### src/gdi_pkg.sv
// Purpose: Shared types and constants for the instrument bus device port
// Assumes: Bus lines arrive as asserted-high levels; electrical drivers sit outside
// Notes: Command codes are compared on the low seven data bits only
package gdi_pkg;
  // One field per bus line, true meaning asserted
  typedef struct packed {
    logic atn;
    logic ifc;
    logic ren;
    logic srq;
    logic eoi;
    logic dav;
    logic nrfd;
    logic ndac;
    logic [7:0] dio;
  } gdi_pins_t;

  // A received data byte and its end mark
  typedef struct packed {
    logic eoi;
    logic [7:0] data;
  } gdi_rx_t;

  localparam gdi_pins_t PINS_RST = '0;

  // Command codes
  localparam logic [6:0] CMD_GTL = 7'h01;
  localparam logic [6:0] CMD_SDC = 7'h04;
  localparam logic [6:0] CMD_GET = 7'h08;
  localparam logic [6:0] CMD_LLO = 7'h11;
  localparam logic [6:0] CMD_DCL = 7'h14;
  localparam logic [6:0] CMD_SPE = 7'h18;
  localparam logic [6:0] CMD_SPD = 7'h19;
  localparam logic [6:0] CMD_UNL = 7'h3f;
  localparam logic [6:0] CMD_UNT = 7'h5f;
  localparam logic [6:0] LAG_BASE = 7'h20;
  localparam logic [6:0] TAG_BASE = 7'h40;
  // Group field in bits 6:5
  localparam logic [1:0] GRP_LAG = 2'h1;
  localparam logic [1:0] GRP_TAG = 2'h2;
  localparam logic [1:0] GRP_SCG = 2'h3;
  localparam int STB_RQS_BIT = 6;

  // Data settle time before DAV
  localparam int CLK_NS = 40;
  localparam int SETTLE_NS = 2000;
  localparam int SETTLE_CYC = (SETTLE_NS + CLK_NS - 1) / CLK_NS;
  localparam logic [6:0] SETTLE_LOAD = 7'(SETTLE_CYC);

  typedef enum logic [2:0] {
    ACC_IDLE = 3'b001,
    ACC_RDY = 3'b010,
    ACC_TAKE = 3'b100
  } gdi_acc_t;

  typedef enum logic [2:0] {
    SRC_IDLE = 3'b001,
    SRC_SET = 3'b010,
    SRC_DAV = 3'b100
  } gdi_src_t;
endpackage : gdi_pkg

### src/gdi_core.sv
// Purpose: Device side of the instrument bus: commands, addressing, handshakes
// Assumes: Bus lines asserted-high; pins pass a three-stage filter
// Notes: Received data waits in a two-entry buffer; a full buffer holds NRFD
// Operation
// - Under ATN decode 01 GTL, 04 SDC, 08 GET, 11 LLO, 14 DCL, 18 SPE, 19 SPD.
// - Under ATN 20-3F listen, 40-5F talk, 60-7F secondary; 3F unlisten, 5F untalk.
// - Own listen address is the primary address ORed with 20.
// - Own talk address is the primary address ORed with 40.
// - Addressed commands act only while the device is addressed to listen.
// - After addressing, bytes sent with ATN false are device data.
// - Data goes onto the bus only once addressed to talk or talk-only.
// - Any listen-group byte removes the talker state.
// - Data accepted only when listening; any talk-group byte removes listening.
// - No parallel poll reply; ATN, IFC and REN are never driven.
// - Secondary group bytes are ignored; no extended addressing.
// - Service requests assert SRQ; serial poll returns the status byte.
// - Remote under REN on listen addressing, lockout on LLO, local on GTL.
// - Clear on DCL, and on SDC while addressed to listen.
// - GET starts a reading.
// - Talker sources bytes with DAV against NRFD and NDAC.
// - Acceptor holds NRFD and NDAC so each byte is taken before removal.
module gdi_core
  import gdi_pkg::*;
(
  input wire logic core_clk_in,
  input wire logic nrst_in,
  input wire logic [4:0] my_addr_in,
  input wire logic talk_only_in,
  input gdi_pins_t bus_in,
  output gdi_pins_t bus_out,
  output gdi_pins_t bus_oe_out,
  output gdi_rx_t rx_word_out,
  output logic rx_valid_out,
  input wire logic rx_ready_in,
  input wire logic [7:0] tx_data_in,
  input wire logic tx_eoi_in,
  input wire logic tx_valid_in,
  output logic tx_ready_out,
  input wire logic [7:0] stb_in,
  input wire logic srq_req_in,
  output logic listen_out,
  output logic talk_out,
  output logic spoll_out,
  output logic remote_out,
  output logic lockout_out,
  output logic dev_clear_out,
  output logic trigger_out
);
  gdi_pins_t s1_r, s2_r, s3_r, bus_f;
  gdi_acc_t acc_r, acc_nxt;
  gdi_src_t src_r, src_nxt;
  logic [6:0] cmd_r;
  logic cmd_stb_r;
  logic buf_ready;
  logic push;
  gdi_rx_t push_word;
  logic acc_on;
  logic talk_act;
  logic [7:0] src_data_r;
  logic src_eoi_r;
  logic src_is_stb_r;
  logic stb_sent_r;
  logic svc_r;
  logic srq_req_q;
  logic [6:0] settle_r;
  logic load_tx;
  logic load_stb;
  logic done_byte;
  logic [6:0] mla;
  logic [6:0] mta;
  logic nrfd_o_r, ndac_o_r, nrfd_oe_r, ndac_oe_r;
  logic [7:0] dio_o_r;
  logic [7:0] dio_oe_r;
  logic eoi_o_r, dav_o_r, eoi_oe_r, dav_oe_r;
  logic srq_o_r, srq_oe_r;
  logic [2:0] ctl_o_r;
  logic [2:0] ctl_oe_r;

  assign mla = LAG_BASE | {2'b00, my_addr_in};
  assign mta = TAG_BASE | {2'b00, my_addr_in};

  // Each concern owns its line flops; the bus structs only gather them, so every flop has one writer
  assign bus_out = {ctl_o_r, srq_o_r, eoi_o_r, dav_o_r, nrfd_o_r, ndac_o_r, dio_o_r};
  assign bus_oe_out = {ctl_oe_r, srq_oe_r, eoi_oe_r, dav_oe_r, nrfd_oe_r, ndac_oe_r, dio_oe_r};

  // Three-stage pin filter; the first stage feeds only the second
  always_ff @(posedge core_clk_in or negedge nrst_in)
  begin
    if (!nrst_in)
    begin
      s1_r <= PINS_RST;
      s2_r <= PINS_RST;
      s3_r <= PINS_RST;
      bus_f <= PINS_RST;
    end
    else
    begin
      s1_r <= bus_in;
      s2_r <= s1_r;
      s3_r <= s2_r;
      bus_f <= (s2_r & s3_r) | (bus_f & (s2_r ^ s3_r));
    end
  end

  // Acceptor is active for every command byte, and for data only when listening
  assign acc_on = bus_f.atn || listen_out;
  assign push = acc_r == ACC_RDY && bus_f.dav && !bus_f.atn;
  assign push_word = '{eoi: bus_f.eoi, data: bus_f.dio};

  // Acceptor sequence
  always_comb
  begin
    acc_nxt = acc_r;
    unique case (acc_r)
      ACC_IDLE:
        if (acc_on && !bus_f.dav && (bus_f.atn || buf_ready))
          acc_nxt = ACC_RDY;
      ACC_RDY:
        // ATN may fall while ready with a full buffer; back off so the byte is not lost
        if (!acc_on || (!bus_f.atn && !buf_ready))
          acc_nxt = ACC_IDLE;
        else if (bus_f.dav)
          acc_nxt = ACC_TAKE;
      ACC_TAKE:
        if (!bus_f.dav)
          acc_nxt = ACC_IDLE;
    endcase
  end

  // Acceptor state and its line drive, both from the next state
  always_ff @(posedge core_clk_in or negedge nrst_in)
  begin
    if (!nrst_in)
    begin
      acc_r <= ACC_IDLE;
      nrfd_o_r <= 1'b0;
      ndac_o_r <= 1'b0;
      nrfd_oe_r <= 1'b0;
      ndac_oe_r <= 1'b0;
    end
    else
    begin
      acc_r <= acc_nxt;
      // Idle but active holds both lines so no byte slips past
      nrfd_o_r <= acc_nxt != ACC_RDY;
      ndac_o_r <= acc_nxt != ACC_TAKE;
      nrfd_oe_r <= acc_on && acc_nxt != ACC_RDY;
      ndac_oe_r <= acc_on && acc_nxt != ACC_TAKE;
    end
  end

  // Latch command bytes; bit 7 is not part of the code
  always_ff @(posedge core_clk_in or negedge nrst_in)
  begin
    if (!nrst_in)
    begin
      cmd_r <= '0;
      cmd_stb_r <= 1'b0;
    end
    else
    begin
      cmd_stb_r <= acc_r == ACC_RDY && bus_f.dav && bus_f.atn;
      if (acc_r == ACC_RDY && bus_f.dav)
        cmd_r <= bus_f.dio[6:0];
    end
  end

  // Addressing; own address wins over the group that would clear it
  always_ff @(posedge core_clk_in or negedge nrst_in)
  begin
    if (!nrst_in)
    begin
      listen_out <= 1'b0;
      talk_out <= 1'b0;
    end
    else if (bus_f.ifc)
    begin
      listen_out <= 1'b0;
      talk_out <= 1'b0;
    end
    else if (cmd_stb_r)
    begin
      if (cmd_r[6:5] == GRP_LAG)
      begin
        talk_out <= 1'b0;
        if (cmd_r == mla)
          listen_out <= 1'b1;
        else if (cmd_r == CMD_UNL)
          listen_out <= 1'b0;
      end
      else if (cmd_r[6:5] == GRP_TAG)
      begin
        listen_out <= 1'b0;
        talk_out <= cmd_r == mta;
      end
      // Secondary group falls through untouched
    end
  end

  // Universal and addressed commands
  always_ff @(posedge core_clk_in or negedge nrst_in)
  begin
    if (!nrst_in)
    begin
      dev_clear_out <= 1'b0;
      trigger_out <= 1'b0;
      spoll_out <= 1'b0;
    end
    else
    begin
      dev_clear_out <= cmd_stb_r && (cmd_r == CMD_DCL || (cmd_r == CMD_SDC && listen_out));
      trigger_out <= cmd_stb_r && cmd_r == CMD_GET && listen_out;
      if (bus_f.ifc || (cmd_stb_r && cmd_r == CMD_SPD))
        spoll_out <= 1'b0;
      else if (cmd_stb_r && cmd_r == CMD_SPE)
        spoll_out <= 1'b1;
    end
  end

  // Remote and lockout follow REN; local on an addressed GTL
  always_ff @(posedge core_clk_in or negedge nrst_in)
  begin
    if (!nrst_in)
    begin
      remote_out <= 1'b0;
      lockout_out <= 1'b0;
    end
    else if (!bus_f.ren)
    begin
      remote_out <= 1'b0;
      lockout_out <= 1'b0;
    end
    else if (cmd_stb_r)
    begin
      if (cmd_r == mla)
        remote_out <= 1'b1;
      else if (cmd_r == CMD_GTL && listen_out)
        remote_out <= 1'b0;
      if (cmd_r == CMD_LLO)
        lockout_out <= 1'b1;
    end
  end

  // Received data path; a clear discards queued bytes
  gdi_buf2 #(
    .W($bits(gdi_rx_t))
  ) u_rx_buf (
    .core_clk_in(core_clk_in),
    .nrst_in(nrst_in),
    .flush_in(dev_clear_out),
    .in_valid_in(push),
    .in_data_in(push_word),
    .in_ready_out(buf_ready),
    .out_valid_out(rx_valid_out),
    .out_data_out(rx_word_out),
    .out_ready_in(rx_ready_in)
  );

  // Talker is never active under ATN, so a parallel poll sees nothing from us
  assign talk_act = (talk_out || talk_only_in) && !bus_f.atn;
  assign load_stb = src_r == SRC_IDLE && talk_act && spoll_out && !stb_sent_r;
  assign load_tx = tx_ready_out && tx_valid_in;
  assign done_byte = src_r == SRC_DAV && !bus_f.ndac;

  // Source sequence
  always_comb
  begin
    src_nxt = src_r;
    unique case (src_r)
      SRC_IDLE:
        if (load_tx || load_stb)
          src_nxt = SRC_SET;
      SRC_SET:
        if (talk_act && settle_r == '0 && !bus_f.nrfd && bus_f.ndac)
          src_nxt = SRC_DAV;
      SRC_DAV:
        if (!talk_act)
          src_nxt = SRC_SET;
        else if (!bus_f.ndac)
          src_nxt = SRC_IDLE;
    endcase
  end

  // Source state, held byte and settle count
  always_ff @(posedge core_clk_in or negedge nrst_in)
  begin
    if (!nrst_in)
    begin
      src_r <= SRC_IDLE;
      src_data_r <= '0;
      src_eoi_r <= 1'b0;
      src_is_stb_r <= 1'b0;
      settle_r <= '0;
    end
    else
    begin
      src_r <= src_nxt;
      if (load_stb)
      begin
        src_data_r <= {stb_in[7], svc_r, stb_in[5:0]};
        src_eoi_r <= 1'b0;
        src_is_stb_r <= 1'b1;
      end
      else if (load_tx)
      begin
        src_data_r <= tx_data_in;
        src_eoi_r <= tx_eoi_in;
        src_is_stb_r <= 1'b0;
      end
      // Restart settling whenever data is (re)placed on the lines
      if (src_nxt == SRC_SET && (src_r != SRC_SET || !talk_act))
        settle_r <= SETTLE_LOAD;
      else if (settle_r != '0)
        settle_r <= settle_r - 7'h01;
    end
  end

  // Source line drive; ready only when idle, talking and not polled
  always_ff @(posedge core_clk_in or negedge nrst_in)
  begin
    if (!nrst_in)
    begin
      tx_ready_out <= 1'b0;
      dio_o_r <= '0;
      eoi_o_r <= 1'b0;
      dav_o_r <= 1'b0;
      dio_oe_r <= '0;
      eoi_oe_r <= 1'b0;
      dav_oe_r <= 1'b0;
    end
    else
    begin
      tx_ready_out <= src_nxt == SRC_IDLE && !load_tx && talk_act && !spoll_out;
      dio_o_r <= src_data_r;
      eoi_o_r <= src_eoi_r;
      dav_o_r <= src_nxt == SRC_DAV;
      dio_oe_r <= {8{src_r != SRC_IDLE && talk_act}};
      eoi_oe_r <= src_r != SRC_IDLE && talk_act && src_eoi_r;
      dav_oe_r <= talk_act;
    end
  end

  // Service request: a new request sets, a delivered status byte clears; set wins
  always_ff @(posedge core_clk_in or negedge nrst_in)
  begin
    if (!nrst_in)
    begin
      svc_r <= 1'b0;
      srq_req_q <= 1'b0;
      stb_sent_r <= 1'b0;
    end
    else
    begin
      srq_req_q <= srq_req_in;
      if (srq_req_in && !srq_req_q)
        svc_r <= 1'b1;
      else if (done_byte && src_is_stb_r)
        svc_r <= 1'b0;
      if (!spoll_out)
        stb_sent_r <= 1'b0;
      else if (done_byte && src_is_stb_r)
        stb_sent_r <= 1'b1;
    end
  end

  // SRQ is open drain; controller-only lines are never enabled
  always_ff @(posedge core_clk_in or negedge nrst_in)
  begin
    if (!nrst_in)
    begin
      srq_o_r <= 1'b0;
      srq_oe_r <= 1'b0;
      ctl_o_r <= 3'h0;
      ctl_oe_r <= 3'h0;
    end
    else
    begin
      srq_o_r <= svc_r;
      srq_oe_r <= svc_r;
      ctl_o_r <= 3'h0;
      ctl_oe_r <= 3'h0;
    end
  end
endmodule : gdi_core

### src/gdi_buf2.sv
// Purpose: Two-entry buffer with valid and ready on both sides
// Assumes: One clock; head entry always sits in slot 0
// Notes: All outputs come from flip-flops
module gdi_buf2
  import gdi_pkg::*;
#(
  parameter int W = 9
)
(
  input wire logic core_clk_in,
  input wire logic nrst_in,
  input wire logic flush_in,
  input wire logic in_valid_in,
  input wire logic [W-1:0] in_data_in,
  output logic in_ready_out,
  output logic out_valid_out,
  output logic [W-1:0] out_data_out,
  input wire logic out_ready_in
);
  logic [W-1:0] slot1_r;
  logic v1_r;
  logic push;
  logic pop;

  assign push = in_valid_in && in_ready_out;
  assign pop = out_valid_out && out_ready_in;

  // Shift register: pop moves slot 1 forward, so the head needs no mux at the port
  always_ff @(posedge core_clk_in or negedge nrst_in)
  begin
    if (!nrst_in)
    begin
      out_valid_out <= 1'b0;
      v1_r <= 1'b0;
      out_data_out <= '0;
      slot1_r <= '0;
      in_ready_out <= 1'b1;
    end
    else if (flush_in)
    begin
      out_valid_out <= 1'b0;
      v1_r <= 1'b0;
      in_ready_out <= 1'b1;
    end
    else
    begin
      if (pop)
      begin
        out_valid_out <= v1_r || push;
        out_data_out <= v1_r ? slot1_r : in_data_in;
        v1_r <= v1_r && push;
        if (v1_r && push)
          slot1_r <= in_data_in;
        in_ready_out <= 1'b1;
      end
      else if (push)
      begin
        if (!out_valid_out)
        begin
          out_valid_out <= 1'b1;
          out_data_out <= in_data_in;
        end
        else
        begin
          v1_r <= 1'b1;
          slot1_r <= in_data_in;
          in_ready_out <= 1'b0;
        end
      end
    end
  end
endmodule : gdi_buf2

### config.mk
export PLATFORM = sky130hd
export DESIGN_NAME = gdi_core
export DESIGN_NICKNAME = d
export VERILOG_FILES = /design/src/gdi_pkg.sv /design/src/gdi_core.sv /design/src/gdi_buf2.sv
export SDC_FILE = /design/constraint.sdc
export NUM_CORES = 1
export LEC_CHECK = 0
export BUFFER_PORTS_ARGS = -buffer_cell sky130_fd_sc_hd__buf_2
export CORE_ASPECT_RATIO = 1.25
export CORE_MARGIN = 2
export CORE_UTILIZATION = 55
export CTS_CLUSTER_DIAMETER = 80
export DETAILED_ROUTE_END_ITERATION = 10
export GPL_TIMING_DRIVEN = 0
export PLACE_DENSITY = 0.9
export SYNTH_ARGS = -nofsm -noshare
export SYNTH_HDL_FRONTEND = slang
export SYNTH_SLANG_ARGS = --single-unit
### constraint.sdc
create_clock -name core_clk_in -period 3 [get_ports core_clk_in]
set_input_delay 0.3 -clock core_clk_in [delete_from_list [all_inputs] [get_ports core_clk_in]]
set_output_delay 0.3 -clock core_clk_in [all_outputs]
set_load 0.1 [all_outputs]
==> run_results.csv <==
group,metric,value,unit
clock_tree,cts-resized-gates,0,
grt,grt_pass1_wl,17750,um
route,antenna_left,0,
synthesis,yosysWarnings,0,
critical_path,worstSetupPathType,"flop to flop",
flow_run,drv_cap,0,
route,viasPerCell,5.304,
pwr,ir_worst_vdd,0.0006884,V
synthesis,ys_types,60,
placement,pre_cts_slack,0.9871,ns
placement,post-dp-hpwl,7099,um
grt,grt_max_degree,110,
floorplan,dieWidth,94.21,um
synthesis,syn_avg_cell_area,13.58,um2
synthesis,synth_seq_cells,141,
placement,gp_congestion,0.9020,
layout,finalNetCount,599,
grt,grt_pass1_vias,3725,
clock_tree,cts_tree,"yes",
clock_tree,clk_latency,0.41,ns
synthesis,synthTopCellsByArea,"dfrtp_1 62%, mux2_2 6.8%, ha_1 3.8%, buf_4 3.1%, a21o_1 2.0%",
route,drt_wl_total,10950,um
pwr,p_per_area,833.8,nW/um2
timing,skew,0.006631,ns
critical_path,crit_path_end_kind,"flop",
route,drt_iter0_drc,232,
clock_tree,ctsRootBufferMaster,"clkbuf_16",
timing,relSlewSlack,0.5431,
clock_tree,postCtsSetupBuffers,0,
grt,antenna_found_initial,0,
layout,n_fill_cell,677,
status,status,"finished clean",
clock_tree,htree_num_levels,4,
clock_tree,postCtsHoldBufs,15,
timing,setup_slack,0.9394,ns
route,drtPass1Iterations,4,
layout,area_growth,23.98,%
timing,drv_slew,0,
layout,drive_gt1_frac,0.3575,
route,vias,3607,
route,wl_per_cell,16.10,um
floorplan,rows,41,
floorplan,pin_count,94,
synthesis,yosys.area.top_type,"dfrtp_1",
route,drc,0,
critical_path,crit_required,3.27,ns
pwr,p_leak,3.491,nW
timing,grt_setup_unrepaired,"false",
floorplan,start_util,0.5592,
layout,antenna_cells,0,
floorplan,core_region_area,10000,um2
synthesis,async_flop_share,1.000,
floorplan,dieHeight,116.8,um
layout,final_cell_mix,"138 x dfrtp_1, 89 x buf_2, 34 x mux2_2",
clock_tree,clock-sinks,141,
critical_path,path_max_fanout,10,
worst_hold_path,min_path_type,"input port to flop",
timing,finalSetupViolCount,0,
floorplan,dieArea,11000,um2
timing,layout_min_cycle_time,2.061,ns
clock_tree,cts_buffers,17,
clock_tree,clkTransAtPathRegs,0.05,ns
timing,worst_pin_slew,0.6853,ns
grt,gr-total-overflow,0,
critical_path,start_kind,"flop",
pwr,p_total,5.783,mW
layout,layout_commonest_cell,"dfrtp_1",
timing,hold_viol_final,0,
placement,port_buffers,85,
synthesis,syn_inst,412,
clock_tree,clockBufferDepth,2,
timing,fin_crit_sh,0.6869,
synthesis,ys.flop_type,"dfrtp_1",
synthesis,synthesis.area,5594,um2
grt,grtUsageTotal,0.2146,
layout,fin_util,0.6933,
synthesis,synth_edf_count,0,
synthesis,yosysTopAreaCellShare,0.6173,
timing,fmax,485.3,MHz
synthesis,yosysSeqAreaShare,0.6314,
critical_path,worstPathArrival,2.33,ns
per-layer routing:
metal / track usage / part of all wire
met3: 0.06258 / 0.052
met2: 0.3510 / 0.51
met1: 0.2645 / 0.41
met5: 0 / 0
met4: 0.1014 / 0.031
stage by stage:
step	hold WS (ns)	std cells	cell area [um2]	TNS [ns]
2_1_floorplan	0.004409	417	5613	0
3_3_place_gp	0.3324	631	6200	-9.555
3_5_place_dp	0.2035	632	6233	0
4_1_cts	0.001001	679	6925	0
5_1_grt	0.007874	680	6935	0
6_report	0.01156	680	6935	0
cell usage after synthesis, types with 2 or more instances:
| master | count |
|---|---|
| and3b_1 | 3 |
| buf_4 | 23 |
| nand2_1 | 22 |
| nand4_1 | 2 |
| a21o_1 | 15 |
| buf_2 | 5 |
| a221o_1 | 2 |
| nor3_1 | 3 |
| nor4b_2 | 2 |
| xor2_1 | 6 |
| a31oi_1 | 2 |
| nor3b_1 | 5 |
| nand2b_1 | 2 |
| a21boi_0 | 2 |
| o21a_1 | 3 |
| dfrtp_1 | 138 |
| xnor2_1 | 3 |
| nor2_1 | 20 |
| mux2i_1 | 9 |
| a21oi_1 | 21 |
| ha_1 | 17 |
| or2_2 | 2 |
| and2_1 | 2 |
| nand3_1 | 6 |
| mux2_2 | 34 |
| dfstp_2 | 3 |
| o21ai_0 | 12 |
| nand2_2 | 2 |
| inv_1 | 9 |
| nand3b_1 | 3 |
| nor4_1 | 2 |
| clkbuf_1 | 2 |
| nand4b_1 | 3 |
report_power, final:
part / leakage (nW) / internal [mW] / switching [mW]
Clock: 0.265 / 1.18 / 0.734
Combinational: 1.48 / 0.449 / 1.02
Sequential: 1.75 / 2.17 / 0.232
Total: 3.49 / 3.79 / 1.99
cell families after synthesis:
logic type,synth area share
compound gates,0.08589
xor+xnor,0.01409
fa+ha+maj,0.03802
buf+inv,0.04406
flops,0.6314
mux,0.08857
other cells,0.0006703
simple gates,0.09730
critical path, cell delays in order, from the launching register on:
cell and delay [ns]:
dfstp_2 0.51, buf_2 0.21, nor3b_1 0.31, nand4b_1 0.18
a31oi_1 0.24, a21boi_1 0.34, a21oi_1 0.13
sequential cells by signal, indices dropped and copies added, names as in the netlist, 3 cells and up:
name / flops
u_rx_buf.out_data_out: 9
settle_r: 7
src_data_r: 8
dio_o_r: 8
s3_r: 15
bus_f: 15
src_r: 3
acc_r: 3
s2_r: 15
cmd_r: 7
u_rx_buf.slot1_r: 9
s1_r: 15
path summary, 6_finish.rpt:
path / start / endpoint / slack [ns] / depth (start not counted)
worst max-delay path: src_r[0]$_DFF_PN1_ / settle_r[0]$_DFFE_PN0P_ / 0.94 / 6
worst min-delay path: srq_req_in / srq_req_q$_DFF_PN0_ / 0.01 / 1
worst max register to register: src_r[0]$_DFF_PN1_ / settle_r[0]$_DFFE_PN0P_ / 0.94 / 6
worst min register to register: s1_r[8]$_DFF_PN0_ / s2_r[8]$_DFF_PN0_ / 0.35 / 0
max in group asynchronous: nrst_in / acc_r[0]$_DFF_PN1_ / 1.81 / 3
min in group asynchronous: nrst_in / s1_r[2]$_DFF_PN0_ / 0.36 / 2
final cells by class:
class | count | area [um2] | area share
clock buffers | 25 | 475.5 | 0.06855
repair buffers | 102 | 619.3 | 0.08930
well taps | 129 | 161.4 | 0.02327
multi-input cells | 235 | 1834 | 0.2645
plain buffers | 31 | 209.0 | 0.03013
flip-flops and latches | 141 | 3532 | 0.5093
clock inverters | 7 | 66.31 | 0.009562
inverters | 10 | 37.54 | 0.005412
No activity file was read; power rests on OpenSTA's default activity.
